==> config.mk <==
export PLATFORM = sky130hd
export DESIGN_NAME = sps_dev_flat
export DESIGN_NICKNAME = d
export VERILOG_FILES = /design/src/sps_pkg.sv /design/src/sps_link_if.sv /design/src/sps_dev.sv /design/src/flat_wrapper.sv
export VERILOG_INCLUDE_DIRS = /design/src
export SDC_FILE = /design/constraint.sdc
export NUM_CORES = 1
export LEC_CHECK = 0
export BUFFER_PORTS_ARGS = -buffer_cell sky130_fd_sc_hd__buf_4
export CORE_MARGIN = 2
export CORE_UTILIZATION = 35
export CTS_CLUSTER_DIAMETER = 40
export CTS_CLUSTER_SIZE = 40
export DETAILED_ROUTE_END_ITERATION = 7
export MAX_ROUTING_LAYER = met4
export PLACE_DENSITY_LB_ADDON = 0.12
export REMOVE_ABC_BUFFERS = 1
export SLEW_MARGIN = 20
export SYNTH_ARGS = -nofsm -noshare
export SYNTH_HDL_FRONTEND = slang
export SYNTH_SLANG_ARGS = --single-unit
==> constraint.sdc <==
create_clock -name CLK_SYS_I -period 3.1 [get_ports CLK_SYS_I]
set_input_delay 0.62 -clock CLK_SYS_I [delete_from_list [all_inputs] [get_ports CLK_SYS_I]]
set_output_delay 0.62 -clock CLK_SYS_I [all_outputs]
set_load 0.01 [all_outputs]
==> src/sps_regs.svh <==
// Sequencer constants: offsets, fields, timing counts
`ifndef SPS_REGS_SVH
`define SPS_REGS_SVH

// ----------------------------------------------------------------
// Clock
// ----------------------------------------------------------------
`define SPS_CLK_MHZ 125

// ----------------------------------------------------------------
// Device register offsets on the control link (byte addresses)
// ----------------------------------------------------------------
`define SPS_ADR_RUN 16'h0100
`define SPS_ADR_FAST 16'h0106
`define SPS_ADR_EXPO 16'h0110
`define SPS_RUN_ON 8'h01
`define SPS_RUN_OFF 8'h00
`define SPS_FAST_ON 8'h01

// ----------------------------------------------------------------
// Device timing: times in their own unit, counts derived
// ----------------------------------------------------------------
`define SPS_REL_MAX_US 200
`define SPS_REL_MAX_CYC (`SPS_REL_MAX_US * `SPS_CLK_MHZ)
`define SPS_INIT_MAX_CLK 32000
`define SPS_WAKE_US 1200
`define SPS_WAKE_CYC (`SPS_WAKE_US * `SPS_CLK_MHZ)
`define SPS_CLR_FALL_US 10
`define SPS_CLR_FALL_CYC (`SPS_CLR_FALL_US * `SPS_CLK_MHZ)

// ----------------------------------------------------------------
// Frame geometry in clock cycles and lines
// ----------------------------------------------------------------
`define SPS_LINE_LEN 16'd64
`define SPS_ACT_COLS 16'd48
`define SPS_FRAME_LINES 16'd40
`define SPS_ACT_LINES 16'd32

// ----------------------------------------------------------------
// Host timing
// ----------------------------------------------------------------
`define SPS_VREF_MS 6
`define SPS_VREF_CYC (`SPS_VREF_MS * 1000 * `SPS_CLK_MHZ)

// ----------------------------------------------------------------
// Host APB register map and fields
// ----------------------------------------------------------------
`define SPS_APB_CTRL 12'h000
`define SPS_APB_EXPO 12'h004
`define SPS_APB_STAT 12'h008
`define SPS_CTRL_PWR 0
`define SPS_CTRL_RUN 1
`define SPS_CTRL_FAST 2
`define SPS_ST_CLR 0
`define SPS_ST_STBY 1
`define SPS_ST_FV 2
`define SPS_ST_QOK 3
`define SPS_ST_BUSY 4
`define SPS_ST_VREF 5

`endif

==> src/sps_pkg.sv <==
// Types shared by both ends of the sensor power and standby sequencer
`default_nettype none
package sps_pkg;
    // Device sequencing states
    typedef enum logic [2:0] {
        SPS_D_RST = 3'b000,
        SPS_D_INIT = 3'b001,
        SPS_D_STBY = 3'b010,
        SPS_D_WAKE = 3'b011,
        SPS_D_STREAM = 3'b100
    } sps_dev_st_t;
    // Host link command states
    typedef enum logic [1:0] {
        SPS_H_IDLE = 2'b00,
        SPS_H_FAST = 2'b01,
        SPS_H_EXPO = 2'b10,
        SPS_H_RUN = 2'b11
    } sps_host_st_t;
endpackage
`default_nettype wire

==> src/sps_link_if.sv <==
// Host to sensor link: clear pin, control writes, frame status
`default_nettype none
interface sps_link_if;
    logic ext_clear_n; // Active-low clear pin, host driven
    logic cci_req; // Control request, held until ack
    logic cci_we; // Write when high
    logic [15:0] cci_addr; // Register address
    logic [7:0] cci_wdata; // Write data
    logic cci_ack; // One-cycle answer
    logic [7:0] cci_rdata; // Read data, valid with ack
    logic standby; // Sensor in software standby
    logic frame_valid; // Active frame lines
    logic line_valid; // Active pixels of a line
    logic quality_ok; // Image settled after first frame
    modport dev (input ext_clear_n, cci_req, cci_we, cci_addr, cci_wdata,
                 output cci_ack, cci_rdata, standby, frame_valid, line_valid, quality_ok);
    modport host (output ext_clear_n, cci_req, cci_we, cci_addr, cci_wdata,
                  input cci_ack, cci_rdata, standby, frame_valid, line_valid, quality_ok);
endinterface
`default_nettype wire

==> src/sps_dev.sv <==
// Sensor end: internal reset, silicon init, wake-up, frame timing and standby entry
//
// Design decision made in the host end: the APB register port.
`include "sps_regs.svh"
`default_nettype none

// Summary of operation
// - Host holds clear low until supplies settle
// - Internal reset rises within 200 us
// - Host waits 6 ms before leaving standby
// - Silicon init done within 32000 reference clocks
// - Streaming waits 1.2 ms plus exposure
// - Image quality settles within one frame
// - Host programs settings, then writes run
// - First frame follows wake and init time
// - Standby entered within one frame time
// - Clear may fall only after standby
// - Internal reset falls within 10 us
// - Fast standby register enables fast stop
// - Fast standby stops at end of line
// - Request inside frame finishes the frame
// - Request in blanking stops at once
module sps_dev
    import sps_pkg::*;
#(
    parameter int REL_CYC = 16, // Clear-high to internal release
    parameter int INIT_CLK = `SPS_INIT_MAX_CLK, // Silicon init length
    parameter int WAKE_CYC = `SPS_WAKE_CYC // Fixed part of wake-up
) (
    input wire logic CLK_SYS_I,
    input wire logic ARST_N_I,
    sps_link_if.dev LINK,
    output logic INT_RST_N_O,
    output logic [2:0] STATE_O
);

    // ------------------------------------------------------------
    // Declarations
    // ------------------------------------------------------------
    logic int_rst_n_r; // Internal reset, low active
    logic [31:0] rel_cnt_r; // Release delay counter
    sps_dev_st_t st_r; // Sequencing state
    logic [31:0] tmr_r; // Init and wake counter
    logic [7:0] run_r; // Run control register
    logic [7:0] fast_r; // Fast standby register
    logic [7:0] expo_r; // Exposure in lines
    logic ack_r; // Link answer
    logic [7:0] rdata_r; // Link read data
    logic [15:0] col_r; // Cycle within line
    logic [15:0] line_r; // Line within frame
    logic qok_r; // Quality settled
    logic wr; // Accepted write this cycle
    logic line_end; // Last cycle of a line
    logic act_end; // Last cycle of last active line
    logic in_blank; // Frame blanking
    logic [31:0] wake_len; // Total wake time in cycles

    // Register read mux
    function automatic logic [7:0] rd_mux(input logic [15:0] a, input logic [7:0] r,
                                          input logic [7:0] f, input logic [7:0] e);
        case (a)
            `SPS_ADR_RUN: rd_mux = r;
            `SPS_ADR_FAST: rd_mux = f;
            `SPS_ADR_EXPO: rd_mux = e;
            default: rd_mux = 8'h00;
        endcase
    endfunction

    // ------------------------------------------------------------
    // Internal reset
    // ------------------------------------------------------------
    // Falls one edge after clear, far inside 10 us
    always_ff @(posedge CLK_SYS_I or negedge ARST_N_I) begin
        if (!ARST_N_I) begin
            int_rst_n_r <= 1'b0;
            rel_cnt_r <= 32'h0;
        end else if (!LINK.ext_clear_n) begin
            int_rst_n_r <= 1'b0;
            rel_cnt_r <= 32'h0;
        end else if (!int_rst_n_r) begin
            // Short fixed delay, well below the 200 us ceiling
            if (rel_cnt_r >= 32'(REL_CYC - 1)) begin
                int_rst_n_r <= 1'b1;
            end else begin
                rel_cnt_r <= rel_cnt_r + 32'h1;
            end
        end
    end

    // ------------------------------------------------------------
    // Control link slave
    // ------------------------------------------------------------
    // One answer per request; writes need reset high
    assign wr = LINK.cci_req && !ack_r && LINK.cci_we && int_rst_n_r;

    always_ff @(posedge CLK_SYS_I or negedge ARST_N_I) begin
        if (!ARST_N_I) begin
            ack_r <= 1'b0;
            rdata_r <= 8'h00;
        end else begin
            ack_r <= LINK.cci_req && !ack_r;
            if (LINK.cci_req && !ack_r && !LINK.cci_we) begin
                rdata_r <= rd_mux(LINK.cci_addr, run_r, fast_r, expo_r);
            end
        end
    end

    // Registers cleared in internal reset
    always_ff @(posedge CLK_SYS_I or negedge ARST_N_I) begin
        if (!ARST_N_I) begin
            run_r <= 8'h00;
            fast_r <= 8'h00;
            expo_r <= 8'h00;
        end else if (!int_rst_n_r) begin
            run_r <= 8'h00;
            fast_r <= 8'h00;
            expo_r <= 8'h00;
        end else if (wr) begin
            case (LINK.cci_addr)
                `SPS_ADR_RUN: run_r <= LINK.cci_wdata;
                `SPS_ADR_FAST: fast_r <= LINK.cci_wdata;
                `SPS_ADR_EXPO: expo_r <= LINK.cci_wdata;
                default: ; // Unmapped writes dropped
            endcase
        end
    end

    // ------------------------------------------------------------
    // Frame timing
    // ------------------------------------------------------------
    assign line_end = (col_r == `SPS_LINE_LEN - 16'd1);
    assign act_end = line_end && (line_r == `SPS_ACT_LINES - 16'd1);
    assign in_blank = (line_r >= `SPS_ACT_LINES);
    assign wake_len = 32'(WAKE_CYC) + 32'(expo_r) * 32'(`SPS_LINE_LEN);

    // Counters run only while streaming
    always_ff @(posedge CLK_SYS_I or negedge ARST_N_I) begin
        if (!ARST_N_I) begin
            col_r <= 16'h0;
            line_r <= 16'h0;
        end else if (st_r != SPS_D_STREAM) begin
            col_r <= 16'h0;
            line_r <= 16'h0;
        end else if (line_end) begin
            col_r <= 16'h0;
            line_r <= (line_r == `SPS_FRAME_LINES - 16'd1) ? 16'h0 : line_r + 16'h1;
        end else begin
            col_r <= col_r + 16'h1;
        end
    end

    // ------------------------------------------------------------
    // Sequencer
    // ------------------------------------------------------------
    always_ff @(posedge CLK_SYS_I or negedge ARST_N_I) begin
        if (!ARST_N_I) begin
            st_r <= SPS_D_RST;
            tmr_r <= 32'h0;
        end else if (!int_rst_n_r) begin
            st_r <= SPS_D_RST;
            tmr_r <= 32'h0;
        end else begin
            case (st_r)
                SPS_D_RST: begin
                    st_r <= SPS_D_INIT;
                    tmr_r <= 32'h0;
                end
                SPS_D_INIT: begin
                    // Fixed length, equal to the init ceiling
                    if (tmr_r >= 32'(INIT_CLK - 1)) begin
                        st_r <= SPS_D_STBY;
                        tmr_r <= 32'h0;
                    end else begin
                        tmr_r <= tmr_r + 32'h1;
                    end
                end
                SPS_D_STBY: begin
                    tmr_r <= 32'h0;
                    if (run_r[0]) begin
                        st_r <= SPS_D_WAKE;
                    end
                end
                SPS_D_WAKE: begin
                    if (!run_r[0]) begin
                        st_r <= SPS_D_STBY; // Aborted before first frame
                    end else if (tmr_r >= wake_len - 32'h1) begin
                        st_r <= SPS_D_STREAM;
                    end else begin
                        tmr_r <= tmr_r + 32'h1;
                    end
                end
                SPS_D_STREAM: begin
                    if (!run_r[0]) begin
                        if (in_blank) begin
                            st_r <= SPS_D_STBY;
                        end else if (fast_r == `SPS_FAST_ON && line_end) begin
                            st_r <= SPS_D_STBY;
                        end else if (act_end) begin
                            st_r <= SPS_D_STBY;
                        end
                    end
                end
                default: st_r <= SPS_D_RST;
            endcase
        end
    end

    // Quality rises after first frame
    always_ff @(posedge CLK_SYS_I or negedge ARST_N_I) begin
        if (!ARST_N_I) begin
            qok_r <= 1'b0;
        end else if (st_r != SPS_D_STREAM) begin
            qok_r <= 1'b0;
        end else if (act_end) begin
            qok_r <= 1'b1;
        end
    end

    // ------------------------------------------------------------
    // Outputs
    // ------------------------------------------------------------
    assign LINK.cci_ack = ack_r;
    assign LINK.cci_rdata = rdata_r;
    assign LINK.standby = (st_r != SPS_D_STREAM) && (st_r != SPS_D_WAKE);
    assign LINK.frame_valid = (st_r == SPS_D_STREAM) && !in_blank;
    assign LINK.line_valid = LINK.frame_valid && (col_r < `SPS_ACT_COLS);
    assign LINK.quality_ok = qok_r;
    assign INT_RST_N_O = int_rst_n_r;
    assign STATE_O = st_r;

endmodule
`default_nettype wire

==> src/flat_wrapper.sv <==
// flat-port wrapper written by rule: the top's interface ports become plain ports
module sps_dev_flat import sps_pkg::*;
#(
    parameter int REL_CYC = 16,                                  
    parameter int INIT_CLK = `SPS_INIT_MAX_CLK,                       
    parameter int WAKE_CYC = `SPS_WAKE_CYC                         
)
  (CLK_SYS_I, ARST_N_I, INT_RST_N_O, STATE_O, LINK_ext_clear_n, LINK_cci_req, LINK_cci_we, LINK_cci_addr, LINK_cci_wdata, LINK_cci_ack, LINK_cci_rdata, LINK_standby, LINK_frame_valid, LINK_line_valid, LINK_quality_ok);
  sps_link_if LINK_i ();
  input wire logic CLK_SYS_I;
  input wire logic ARST_N_I;
  output logic INT_RST_N_O;
  output logic [2:0] STATE_O;
  input wire logic [$bits(LINK_i.ext_clear_n)-1:0] LINK_ext_clear_n;
  input wire logic [$bits(LINK_i.cci_req)-1:0] LINK_cci_req;
  input wire logic [$bits(LINK_i.cci_we)-1:0] LINK_cci_we;
  input wire logic [$bits(LINK_i.cci_addr)-1:0] LINK_cci_addr;
  input wire logic [$bits(LINK_i.cci_wdata)-1:0] LINK_cci_wdata;
  output wire logic [$bits(LINK_i.cci_ack)-1:0] LINK_cci_ack;
  output wire logic [$bits(LINK_i.cci_rdata)-1:0] LINK_cci_rdata;
  output wire logic [$bits(LINK_i.standby)-1:0] LINK_standby;
  output wire logic [$bits(LINK_i.frame_valid)-1:0] LINK_frame_valid;
  output wire logic [$bits(LINK_i.line_valid)-1:0] LINK_line_valid;
  output wire logic [$bits(LINK_i.quality_ok)-1:0] LINK_quality_ok;
  assign LINK_i.ext_clear_n = LINK_ext_clear_n;
  assign LINK_i.cci_req = LINK_cci_req;
  assign LINK_i.cci_we = LINK_cci_we;
  assign LINK_i.cci_addr = LINK_cci_addr;
  assign LINK_i.cci_wdata = LINK_cci_wdata;
  assign LINK_cci_ack = LINK_i.cci_ack;
  assign LINK_cci_rdata = LINK_i.cci_rdata;
  assign LINK_standby = LINK_i.standby;
  assign LINK_frame_valid = LINK_i.frame_valid;
  assign LINK_line_valid = LINK_i.line_valid;
  assign LINK_quality_ok = LINK_i.quality_ok;
  sps_dev #(.REL_CYC(REL_CYC), .INIT_CLK(INIT_CLK), .WAKE_CYC(WAKE_CYC)) u_core (.CLK_SYS_I(CLK_SYS_I), .ARST_N_I(ARST_N_I), .LINK(LINK_i), .INT_RST_N_O(INT_RST_N_O), .STATE_O(STATE_O));
endmodule
After elaboration in Yosys (flattened, before gate mapping)
Index checks and enable logic that the tools add are counted.
Storage, ports and cells
  flip-flop bits (word level): 134
  input port bits: 29
  output and inout bits: 17
  logic and storage cells: 110
Cells by class
  add/subtract/negate cells: 6
  order comparisons: 5
  equal/unequal tests: 27
  muxes and demuxes: 38
  reductions and logical operators: 22
Operator list (number)
  32-bit two-way mux: 7
  32-bit case mux with 3 select lines: 1
  16-bit two-way mux: 5
  8-bit two-way mux: 9
  32-bit by 1-bit adder with 32-bit output, second input constant: 2
  16-bit by 9-bit == test with 1-bit output, second input constant: 3
  16-bit by 1-bit adder with 16-bit output, second input constant: 2
  16-bit by 6-bit == test with 1-bit output, second input constant: 2
  32-bit by 15-bit >= comparator with 1-bit output, second input constant: 1
  32-bit >= comparator: 1
  32-bit by 4-bit >= comparator with 1-bit output, second input constant: 1
  32-bit by 1-bit subtractor with 32-bit output, second input constant: 1
  3-bit two-way mux: 9
  8-bit case mux with 3 select lines: 1
  18-bit by 14-bit adder with 19-bit output, first input constant: 1
  3-bit != test, second input constant: 6
  16-bit by 5-bit == test with 1-bit output, second input constant: 1
  16-bit by 6-bit >= comparator with 1-bit output, second input constant: 1
  16-bit by 6-bit less-than comparator with 1-bit output, second input constant: 1
  3-bit case mux with 5 select lines: 1
  2-bit != test, second input constant: 6
  1-bit logical AND: 9
  8-bit by 1-bit == test with 1-bit output, second input constant: 1
  4-bit != test, second input constant: 2
  other kinds (13): 24

Depth between registers and ports, before layout
Gate-level depths: netlist (run 1).
  depth in word-level cells: 8
  mapped depth: 14
  depth with buffers taken out: 13

Worst setup path after synthesis (run 1)
OpenSTA, ideal clock, no wires.
  kind: flip-flop to flip-flop
  start point: register u_core.expo_r[0]
  end point: register u_core.tmr_r[13]
  library setup time: 69 ps
  data arrival time: 2675 ps
  required time: 3031 ps
  path slack: 357 ps
  stages on the path, launching flop included: 14
  buffers on the path: 0
  clock period less this slack: 2743 ps
  cell sequence: dfrtp_1 > nor3_1 > nand3b_1 > nand2b_1 > nand2_1 > xor2_1 > ha_1 > and4_1 > and3_1 > a22oi_1 > nand4_1 > a21o_1 > or3_1 > nand3_1
Between the ends
  cells in the longest elaborated chain, start to end: 5
Ends and longest elaborated chain
  start: declaration: line sps_dev.sv:46  | logic [7:0] expo_r;
  start signal: assignment: line sps_dev.sv:122  | `SPS_ADR_EXPO: expo_r <= LINK.cci_wdata;
  18-bit by 14-bit adder with 19-bit output: line sps_dev.sv:134  | assign wake_len = 32'(WAKE_CYC) + 32'(expo_r) * 32'(`SPS_LINE_LEN);
  32-bit by 1-bit subtractor with 32-bit output: line sps_dev.sv:186  | end else if (tmr_r >= wake_len - 32'h1) begin
  32-bit >= comparator: line sps_dev.sv:186
  3-bit != test (no line)
  3-bit AND reduction (no line)
  end signal: assignment: line sps_dev.sv:174  | tmr_r <= tmr_r + 32'h1;
  end signal: assignment: line sps_dev.sv:189  | tmr_r <= tmr_r + 32'h1;
  end: declaration: line sps_dev.sv:43  | logic [31:0] tmr_r;
Every way passes these cells.
A chain may end at the register's enable or synchronous reset.

Worst setup path after layout (run 1)
  start point: register u_core.expo_r[0]
  end point: register u_core.tmr_r[6]
Same word-level chain as after synthesis.

==> impl_results.md, run 1 <==
* Initial Utilization at 35.96%
* Clock Sinks at 134
* Crit Path Category: reg2reg
* Grt ovf at 0
* Final nets at 774
* Leakage at 3.574 nW
* Die area at 20480 sq um
* # fillers at 1809
* CTS buffer count at 17
* DRT Pass-1 Iters at 5
* Vias in the first global route at 5088
* Final Setup Violations at 0
* Slew margin rel. at 54.98%
* Post-Syn Area at 6771 sq um
* DR iter-0 viols at 243
* Non-Filler Instances at 1001
* Syn Area/Cell at 10.06 sq um
* Crit path capture type: flip-flop
* Sum Neg Setup Slack at 0 ps
* Largest net degree at the start of global routing at 69
* Layout Skew at 13.00 ps
* Commonest non-fill, non-tap cells in the layout: dfrtp_1 (133), buf_4 (56), nand2_1 (55), nor2_1 (55), and2_1 (47)
* Later-pin clock latency in the skew report at 420 ps
* Via count at 5063
* Hold crit path type: in2async
* Pwr Total at 0.004160 W
* H-tree depth at 4
* Dpl cells at 969
* Post-route DRC at 0
* Leading cell type in the layout, fill and taps excluded: dfrtp_1
* Gr usage total at 16.09%
* First-pass GRT wire length at 25450 um
* Placer Congestion at 0.8068
* Area Overhead vs Synth at 20.53%
* I/O pins at 46
* DIE WIDTH at 143.1 um
* Setup bufs post-CTS at 0
* Max Fclk at 0.3421 GHz
* Startpoint Class: flip-flop
* Final hold vios at 0
* Fin crit period at 2923 ps
* Detailed Place HPWL at 10460 um
* Initial antenna violation count at 0
* CTS tree: yes
* Fin crit share at 94.30%
* Share of layout cells above drive strength 1 at 17.41%
* Pins Over Slew Limit at 0
* Crit Reg-Reg Endpoint: u_core.tmr_r[6]$_DFFE_PN0P_
* Final Instance Area at 8162 sq um
* Worst Max-Slew Pin Slew at 675.2 ps
* Worst hold margin at 189.0 ps
* Yosys cell types at 64
* Post-synth ARST share at 100.0%
* Instance count of the mapped netlist at 673
* Critical path data arrival time at 3240 ps
* Clock Tree Root: clkbuf_16
* Number of port buffers at 45
* Ys flop type: dfrtp_1
* Warning count from the yosys run at 0
* Clock-pin slew on the worst setup and hold paths at 60 ps
* Register area share after synthesis at 49.52%
* FF+latch count, synth at 134
* Path depth of the worst reg2reg path at 15
* Vias per cell at 5.058
* Reg-to-Reg Start: u_core.expo_r[0]$_DFFE_PN0P_
* Max FO, Critical Path at 7
* Total routed wirelength at 14910 um
* Post-DP Area at 7458 sq um
* WL per Instance at 14.89 um
* Clock Tree Buf Depth at 2
* Max Cap Violations at 0
* EDFF count, synth at 0
* Final ANT Viol Nets at 0
* Pwr dens at 509.7 nW/um^2
* Critical path required time at 3410 ps
* Diodes inserted at 0
* Status: completed
* Core area at 18830 sq um
* # rows at 50
* Die Ht at 143.1 um
* Reg2reg setup slack at 180 ps
* Peak supply drop at 0.0003468 V
-- final cells by class --
| type | instances | area [sq um] | area share (%) |
|---|---|---|---|
| multi-input combinational | 504 | 3269 | 40.06 |
| timing repair buffer | 61 | 516.7 | 6.331 |
| clock inverter | 13 | 215.2 | 2.637 |
| inverter | 11 | 41.29 | 0.5059 |
| clock buffer | 18 | 439.2 | 5.381 |
| tap | 260 | 325.3 | 3.986 |
| sequential | 134 | 3354 | 41.10 |
-- where the power goes --
group          switching (W)  internal (W)
registers          0.0000131       0.00177
clock network       0.000770       0.00146
logic              0.0000848     0.0000665
-- repair_timing --
item	CTS	global route
hold buffers	0	0
endpoints found under the setup margin	0	17
gates resized for setup	0	6
-- stage by stage --
step	utilization, %	worst slack, ps
floorplan	-	227.5
global placement	39.61	204.1
detailed placement	39.61	113.0
CTS	43.08	105.5
global route	43.34	-21.17
finish	43.34	176.6
-- synth_stat cells, drive strengths merged (2+ instances only) --
cell	n	share of area (%)
nor2b	32	3.0
o21ai	43	3.2
a21oi	28	2.1
or2b	3	0.33
or4	2	0.28
inv	11	0.61
and2	48	4.5
nand2b	3	0.28
nand2	55	3.0
a41oi	2	0.26
nand3	31	2.3
o21a	2	0.22
dfrtp	134	50
ha	16	3.0
a21o	3	0.33
o311ai	5	1.1
or3	8	0.74
nand4	17	1.7
nand3b	2	0.22
clkbuf	13	0.72
and3	16	1.5
a22oi	9	1.0
mux2	8	1.3
nor2	58	3.4
nor3	16	1.5
nor4b	2	0.26
a31o	2	0.26
o31ai	3	0.33
xnor2	8	1.0
buf	11	1.2
nor4	17	2.0
a211oi	3	0.41
mux2i	26	3.8
o211ai	2	0.30
a31oi	6	0.78
xor2	15	1.9
o22ai	2	0.18
-- worst max-delay path by stage --
stage / start / end / slack [ps] / cells past startpoint
floorplan: u_core.expo_r[0]$_DFFE_PN0P_ / u_core.tmr_r[13]$_DFFE_PN0P_ / 230 / 13
global placement: u_core.expo_r[0]$_DFFE_PN0P_ / u_core.tmr_r[12]$_DFFE_PN0P_ / 200 / 13
detailed placement: u_core.expo_r[0]$_DFFE_PN0P_ / u_core.tmr_r[12]$_DFFE_PN0P_ / 110 / 13
CTS: u_core.expo_r[0]$_DFFE_PN0P_ / u_core.tmr_r[12]$_DFFE_PN0P_ / 110 / 13
global route: u_core.expo_r[0]$_DFFE_PN0P_ / u_core.tmr_r[9]$_DFFE_PN0P_ / -20 / 15
finish: u_core.expo_r[0]$_DFFE_PN0P_ / u_core.tmr_r[6]$_DFFE_PN0P_ / 180 / 15
-- state kept, by name, summed over array words and instances (netlist names) --
signal and count:
u_core.rel_cnt_r 32, u_core.line_r 16, u_core.INT_RST_N_O 1, u_core.STATE_O 3
u_core.fast_r 8, u_core.LINK.cci_ack 1, u_core.expo_r 8, u_core.LINK.quality_ok 1
u_core.col_r 16, u_core.tmr_r 32, u_core.run_r 8, u_core.LINK.cci_rdata 8
-- worst max-delay path, stage by stage, from the launching register on --
cell and delay [ps]:
dfrtp_2 440, nor3_2 210, nand3b_1 160, nand2b_1 80, nand2_1 80, xor2_1 180
ha_1 270, and4_1 210, and3_1 180, a22oi_1 130, nand4_1 140, buf_4 190
a21oi_4 200, clkbuf_16 190, nand3_1 70, o311ai_1 90
-- kinds of logic after synthesis --
kind of cell               after synthesis  synth area share [%]
xor gates and xnor gates                23                 2.975
buffers and inverters                   35                 2.531
muxes                                   34                 5.174
adders and majority gates               16                 2.956
and+or+nand+nor                        314                 25.46
DFF                                    134                 49.52
AOI/OAI and AO/OA                      117                 11.38
-- per-layer routing --
layer,routed length (um),track usage [%],vias up
met5,0,-,-
met3,439,3.286,15
met1,7297,21.46,2473
li1,-,-,2502
met2,6955,24.35,73
met4,212,5.732,0
Note: power is estimated with default switching activity, not from simulation.
==> run 2: changes to the inputs <==
- clock period: 3.1 -> 2.8 ns (I/O delays scaled with it)
==> run 2 against run 1 <==
Final cell count is 3.3% higher; routed wire length is 8.1% higher; critical endpoint is now u_core.tmr_r[16]$_DFFE_PN0P_; fmax is 0.17% lower; the run now ends with setup timing left; clock skew is 2.2 ps lower.
==> impl_results.md, run 2 (synthesis results as in run 1) <==
* Status: complete, but fails checks
* Failing checks: setup timing
* Share of layout cells above drive strength 1 at 25.45%
* Peak supply drop at 0.0004306 V
* I/O pins at 46
* Commonest non-fill, non-tap cells in the layout: dfrtp_1 (134), buf_4 (78), nor2_1 (55)
* Grt ovf at 0
* Worst Max-Slew Pin Slew at 572.7 ps
* Max stage delay on crit path at 400 ps
* Final nets at 807
* Max Fclk at 0.3415 GHz
* Via count at 5258
* Fin crit period at 2928 ps
* Detailed Place HPWL at 10860 um
* Max Cap Violations at 0
* Startpoint Class: flip-flop
* Final hold vios at 0
* Reg2reg setup slack at -130 ps
* Largest net degree at the start of global routing at 67
* Post-route DRC at 0
* DIE WIDTH at 143.1 um
* Number of port buffers at 45
* Pwr dens at 517.1 nW/um^2
* Later-pin clock latency in the skew report at 420 ps
* Setup WS post-layout at -128.3 ps
* Slew margin rel. at 61.41%
* Clock Sinks at 134
* Initial Utilization at 35.96%
* Hold crit path type: in2async
* RSZ-0062 raised after global routing: yes
* Total routed wirelength at 16110 um
* Initial antenna violation count at 0
* DRT Pass-1 Iters at 8
* Area Overhead vs Synth at 26.57%
* Pins Over Slew Limit at 0
* WL per Instance at 15.58 um
* Crit Path Category: reg2reg
* Critical path data arrival time at 3290 ps
* Crit path capture type: flip-flop
* Leading cell type in the layout, fill and taps excluded: dfrtp_1
* Pre-CTS WS at -241.5 ps
* Critical path required time at 3160 ps
* Final Setup Violations at 15
* Clock-pin slew on the worst setup and hold paths at 60 ps
* Fin crit share at 104.6%
* Leakage at 3.798 nW
* Vias per cell at 5.085
* Regs by FF count: u_core.rel_cnt_r (32), u_core.tmr_r (32)
* Clock Tree Root: clkbuf_16
* H-tree depth at 4
* Max FO, Critical Path at 8
* Die Ht at 143.1 um
* CTS tree: yes
* Final ANT Viol Nets at 0
* Crit-path slowest cell: dfrtp_1
* Path depth of the worst reg2reg path at 15
* DR iter-0 viols at 273
* # rows at 50
* Reg-to-Reg Start: u_core.expo_r[0]$_DFFE_PN0P_
* CTS buffer count at 17
* Vias in the first global route at 5539
* Die area at 20480 sq um
* Crit Reg-Reg Endpoint: u_core.tmr_r[16]$_DFFE_PN0P_
* Core area at 18830 sq um
* First-pass GRT wire length at 27670 um
* Critical Path Most Common Cell: and3_4
* Gr usage total at 17.63%
* CP Cell Sequence: nor3_2, nand3b_1, nand2b_1, nand2_1, xor2_1, ha_1, and4_4, and3_4, a22oi_2, nand4_1, buf_4, a21oi_4, buf_12, and3_4, a211o_1
* Layout Skew at 10.82 ps
* Core Util, Final at 45.52%
* Placer Congestion at 0.7833
* Clock Tree Buf Depth at 2
* Diodes inserted at 0
## run 2: cell types whose count changed in the layout (fill, tap and decap cells not counted), sizes merged
| cell | previous run | this run |
|---|---|---|
| inv | 15 | 14 |
| a31oi | 6 | 7 |
| clkbuf | 19 | 18 |
| bufinv | 5 | 3 |
| buf | 60 | 93 |
| clkinv | 3 | 6 |
## run 2: through the flow
stage | hold WS, ps | total power, W | instances | cell area (sq um) | TNS, ps
after CTS | 67.67 | 0.004499 | 1029 | 8383 | -597.3
after detailed placement | 461.3 | 0.002184 | 989 | 7596 | -6089
after floorplan | 264.4 | 0.002051 | 649 | 6641 | -207.1
final | 61.27 | 0.004432 | 1034 | 8571 | -741.2
after global routing | 78.93 | 0.004625 | 1034 | 8571 | -5484
after global placement | 448.4 | 0.002177 | 989 | 7596 | -1098
## run 2: final cells by class
class | count | area [sq um]
clock buffer | 18 | 429.2
timing repair buffer | 93 | 780.7
clock inverter | 13 | 175.2
fill | 1763 | 10260
inverter | 11 | 41.29
multi-input combinational | 505 | 3466
tap | 260 | 325.3
sequential | 134 | 3353
## run 2: routing by layer
metal	track usage (%)	part of all wire [%]	vias to the layer above
met5	-	0	-
met4	5.680	1.1	0
met3	3.789	2.3	15
met2	27.22	48	55
met1	23.22	48	2610
li1	-	-	2578
## run 2: worst max path at each step
stage | from | to
final | u_core.expo_r[0]$_DFFE_PN0P_ | u_core.tmr_r[16]$_DFFE_PN0P_
after floorplan | u_core.expo_r[0]$_DFFE_PN0P_ | u_core.tmr_r[13]$_DFFE_PN0P_
after global routing | u_core.expo_r[0]$_DFFE_PN0P_ | u_core.tmr_r[16]$_DFFE_PN0P_
after detailed placement | u_core.expo_r[0]$_DFFE_PN0P_ | u_core.tmr_r[29]$_DFFE_PN0P_
after global placement | u_core.expo_r[0]$_DFFE_PN0P_ | u_core.tmr_r[26]$_DFFE_PN0P_
after CTS | u_core.expo_r[1]$_DFFE_PN0P_ | u_core.tmr_r[2]$_DFFE_PN0P_
## run 2: timing repair
item,in CTS,in global routing
setup endpoints to repair,34,35
resized for setup,20,48
pin swaps,21,22
setup buffers,7,6
gates cloned,2,1
hold buffers,0,0
## run 2: power breakdown
| group | leakage (nW) | internal (W) | switching [W] |
|---|---|---|---|
| clock network | 0.293 | 0.00141 | 0.000878 |
| registers | 1.85 | 0.00196 | 0.0000145 |
| logic | 1.65 | 0.0000738 | 0.0000948 |
| total | 3.80 | 0.00344 | 0.000987 |
## run 2: worst max-delay path: cells and delay by family, from the launching register on
kind / cells / cell delay (ps)
compound gates: 3 / 450
xor+xnor: 1 / 150
fa+ha+maj: 1 / 280
buf+inv: 2 / 370
flops: 1 / 400
simple gates: 8 / 1220
==> run 3: changes to the inputs <==
- CORE_MARGIN: 2 -> 3
- RECOVER_POWER: not set -> 50
==> run 3 against run 2 <==
The flow finishes with violations (capacitance limit, slew limit, setup timing); non-clock buffer count is 2 lower; clock-buffer cell count is 2 higher; critical path type unchanged; via count is 0.23% lower; power is 2.0% lower; sequential share of layout area is 0.15 points lower.
==> impl_results.md, run 3 (synthesis results as in run 1) <==
* Peak supply drop at 0.0004306 V
* Vias in the first global route at 5247
* Commonest non-fill, non-tap cells in the layout: dfrtp_1 (134), buf_4 (76), nor2_1 (55)
* Clock Tree Root: clkbuf_16
* Clock Sinks at 134
* Failing checks: capacitance limit, slew limit, setup timing
* Reg2reg setup slack at -60 ps
* Via count at 5246
* Final nets at 804
* Die area at 21050 sq um
* Diodes inserted at 0
* Worst Max-Slew Pin Slew at 2285 ps
* Final ANT Viol Nets at 0
* Later-pin clock latency in the skew report at 420 ps
* WL per Instance at 15.65 um
* Area Overhead vs Synth at 27.05%
* Die Ht at 145.1 um
* DIE WIDTH at 145.1 um
* Multi-input logic area at 3488 sq um
* Largest net degree at the start of global routing at 66
* First-pass GRT wire length at 26350 um
* Fin crit period at 2856 ps
* CTS tree: yes
* Non-Filler Instances at 1032
* Gr usage total at 15.71%
* Total routed wirelength at 16160 um
* Post-DP Area at 7601 sq um
* Reg-to-Reg Start: u_core.expo_r[1]$_DFFE_PN0P_
* Sequential Area at 3353 sq um
* CP Cell Sequence: nor3_2, nand3b_1, nand2b_1, nand2_1, xor2_1, ha_1, and4_4, buf_4, a31oi_2, a31o_2, a31oi_4, buf_12, o21bai_1, a21o_1
* Critical path required time at 3110 ps
* Min-delay src: LINK_cci_wdata[5]
* Grt ovf at 0
* Final Setup Violations at 26
* WHS Path Cells at 3
* Core Util, Final at 45.69%
* Crit Path Category: reg2reg
* Setup WS post-layout at -55.93 ps
* Post-route DRC at 0
* Crit-path slowest cell: dfrtp_1
* Layout Skew at 10.56 ps
* Pins Over Slew Limit at 42
* Number of port buffers at 45
* Clock-pin slew on the worst setup and hold paths at 60 ps
* Max Cap Violations at 1
* Crit path capture type: flip-flop
* Regs by FF count: u_core.rel_cnt_r (32), u_core.tmr_r (32)
* Max Fclk at 0.3501 GHz
* Fin crit share at 102.0%
* Max stage delay on crit path at 400 ps
* Pwr dens at 504.8 nW/um^2
* Max FO, Critical Path at 7
* Leading cell type in the layout, fill and taps excluded: dfrtp_1
* DRT Pass-1 Iters at 4
* Initial Utilization at 35.96%
* Status: complete, but fails checks
* Placer Congestion at 0.8169
* H-tree depth at 4
* # rows at 50
* Share of layout cells above drive strength 1 at 25.78%
* Path depth of the worst reg2reg path at 14
* Leakage at 3.802 nW
* Critical path data arrival time at 3160 ps
* Final Instance Area at 8603 sq um
* CTS buffer count at 17
* Hold crit path type: in2reg
* # fillers at 1811
* Worst hold margin at 432.7 ps
* DR iter-0 viols at 322
* Slew margin rel. at -52.37%
* Startpoint Class: flip-flop
* Detailed Place HPWL at 10790 um
* Sum Neg Setup Slack at -762.7 ps
* Crit path buf inv count at 2
* Worst Hold End: u_core.expo_r[5]$_DFFE_PN0P_
* Dpl cells at 988
* RSZ-0062 raised after global routing: yes
* I/O pins at 46
* Initial antenna violation count at 0
* Vias per cell at 5.083
* Clock Tree Buf Depth at 2
* CP top delay family: compound AO/OA/AOI/OAI gates
* Final hold vios at 0
* Crit Reg-Reg Endpoint: u_core.tmr_r[10]$_DFFE_PN0P_
* Core area at 18830 sq um
## run 3: cell count changes in the layout (fill, tap and decap cells not counted), sizes merged
cell	before	now
a31oi	7	6
buf	93	86
bufinv	3	2
clkbuf	18	25
clkinv	6	7
clkinvlp	1	2
inv	14	12
## run 3: tightest hold or removal path: cells and delay by family
family                 cells  cell delay [ps]
multiplexers               1               60
AND/OR/NAND/NOR            1               90
buffers and inverters      1              100
## run 3: worst max-delay path by stage
stage | end | startpoint | slack [ps] | cells past startpoint
after floorplan | u_core.tmr_r[13]$_DFFE_PN0P_ | u_core.expo_r[0]$_DFFE_PN0P_ | -70 | 13
after global placement | u_core.tmr_r[16]$_DFFE_PN0P_ | u_core.expo_r[0]$_DFFE_PN0P_ | -40 | 14
after detailed placement | u_core.tmr_r[15]$_DFFE_PN0P_ | u_core.expo_r[0]$_DFFE_PN0P_ | -150 | 13
after CTS | u_core.tmr_r[12]$_DFFE_PN0P_ | u_core.expo_r[1]$_DFFE_PN0P_ | -20 | 14
after global routing | u_core.tmr_r[17]$_DFFE_PN0P_ | u_core.expo_r[1]$_DFFE_PN0P_ | -210 | 13
final | u_core.tmr_r[10]$_DFFE_PN0P_ | u_core.expo_r[1]$_DFFE_PN0P_ | -60 | 14
## run 3: layer usage
layer | part of all wire, % | wire length, um | GRT usage, % | vias up
met2 | 47 | 7658 | 24.41 | 79
li1 | - | - | - | 2564
met4 | 0.84 | 135 | 3.704 | 0
met1 | 49 | 7848 | 21.08 | 2594
met5 | 0 | 0 | - | -
met3 | 3.2 | 512 | 3.654 | 9
## run 3: timing repair
| action | 4_1_cts | 5_1_grt |
|---|---|---|
| setup endpoints to repair | 27 | 34 |
| pin swaps | 16 | 25 |
| hold buffers | 0 | 0 |
| gates resized for setup | 15 | 57 |
| gates cloned | 1 | 4 |
| setup buffers | 5 | 4 |
## run 3: cell type report
class	instances	share of cell area, %
flip-flops and latches	134	38.98
well taps	260	3.781
clock buffers	20	5.308
repair buffers	91	9.439
multi-input cells	504	40.55
inverters	11	0.4799
clock inverters	12	1.469
## run 3: metrics by stage
stage / power, W / worst slack, ps
2_1_floorplan: 0.002051 / -72.53
3_3_place_gp: 0.002178 / -44.83
3_5_place_dp: 0.002183 / -149.3
4_1_cts: 0.004410 / -18.19
5_1_grt: 0.004528 / -211.8
6_report: 0.004343 / -55.93
## run 3: power by group
group / switching, W / internal (W)
logic: 0.0000945 / 0.0000713
clock network: 0.000849 / 0.00135
registers: 0.0000138 / 0.00196
total: 0.000957 / 0.00339
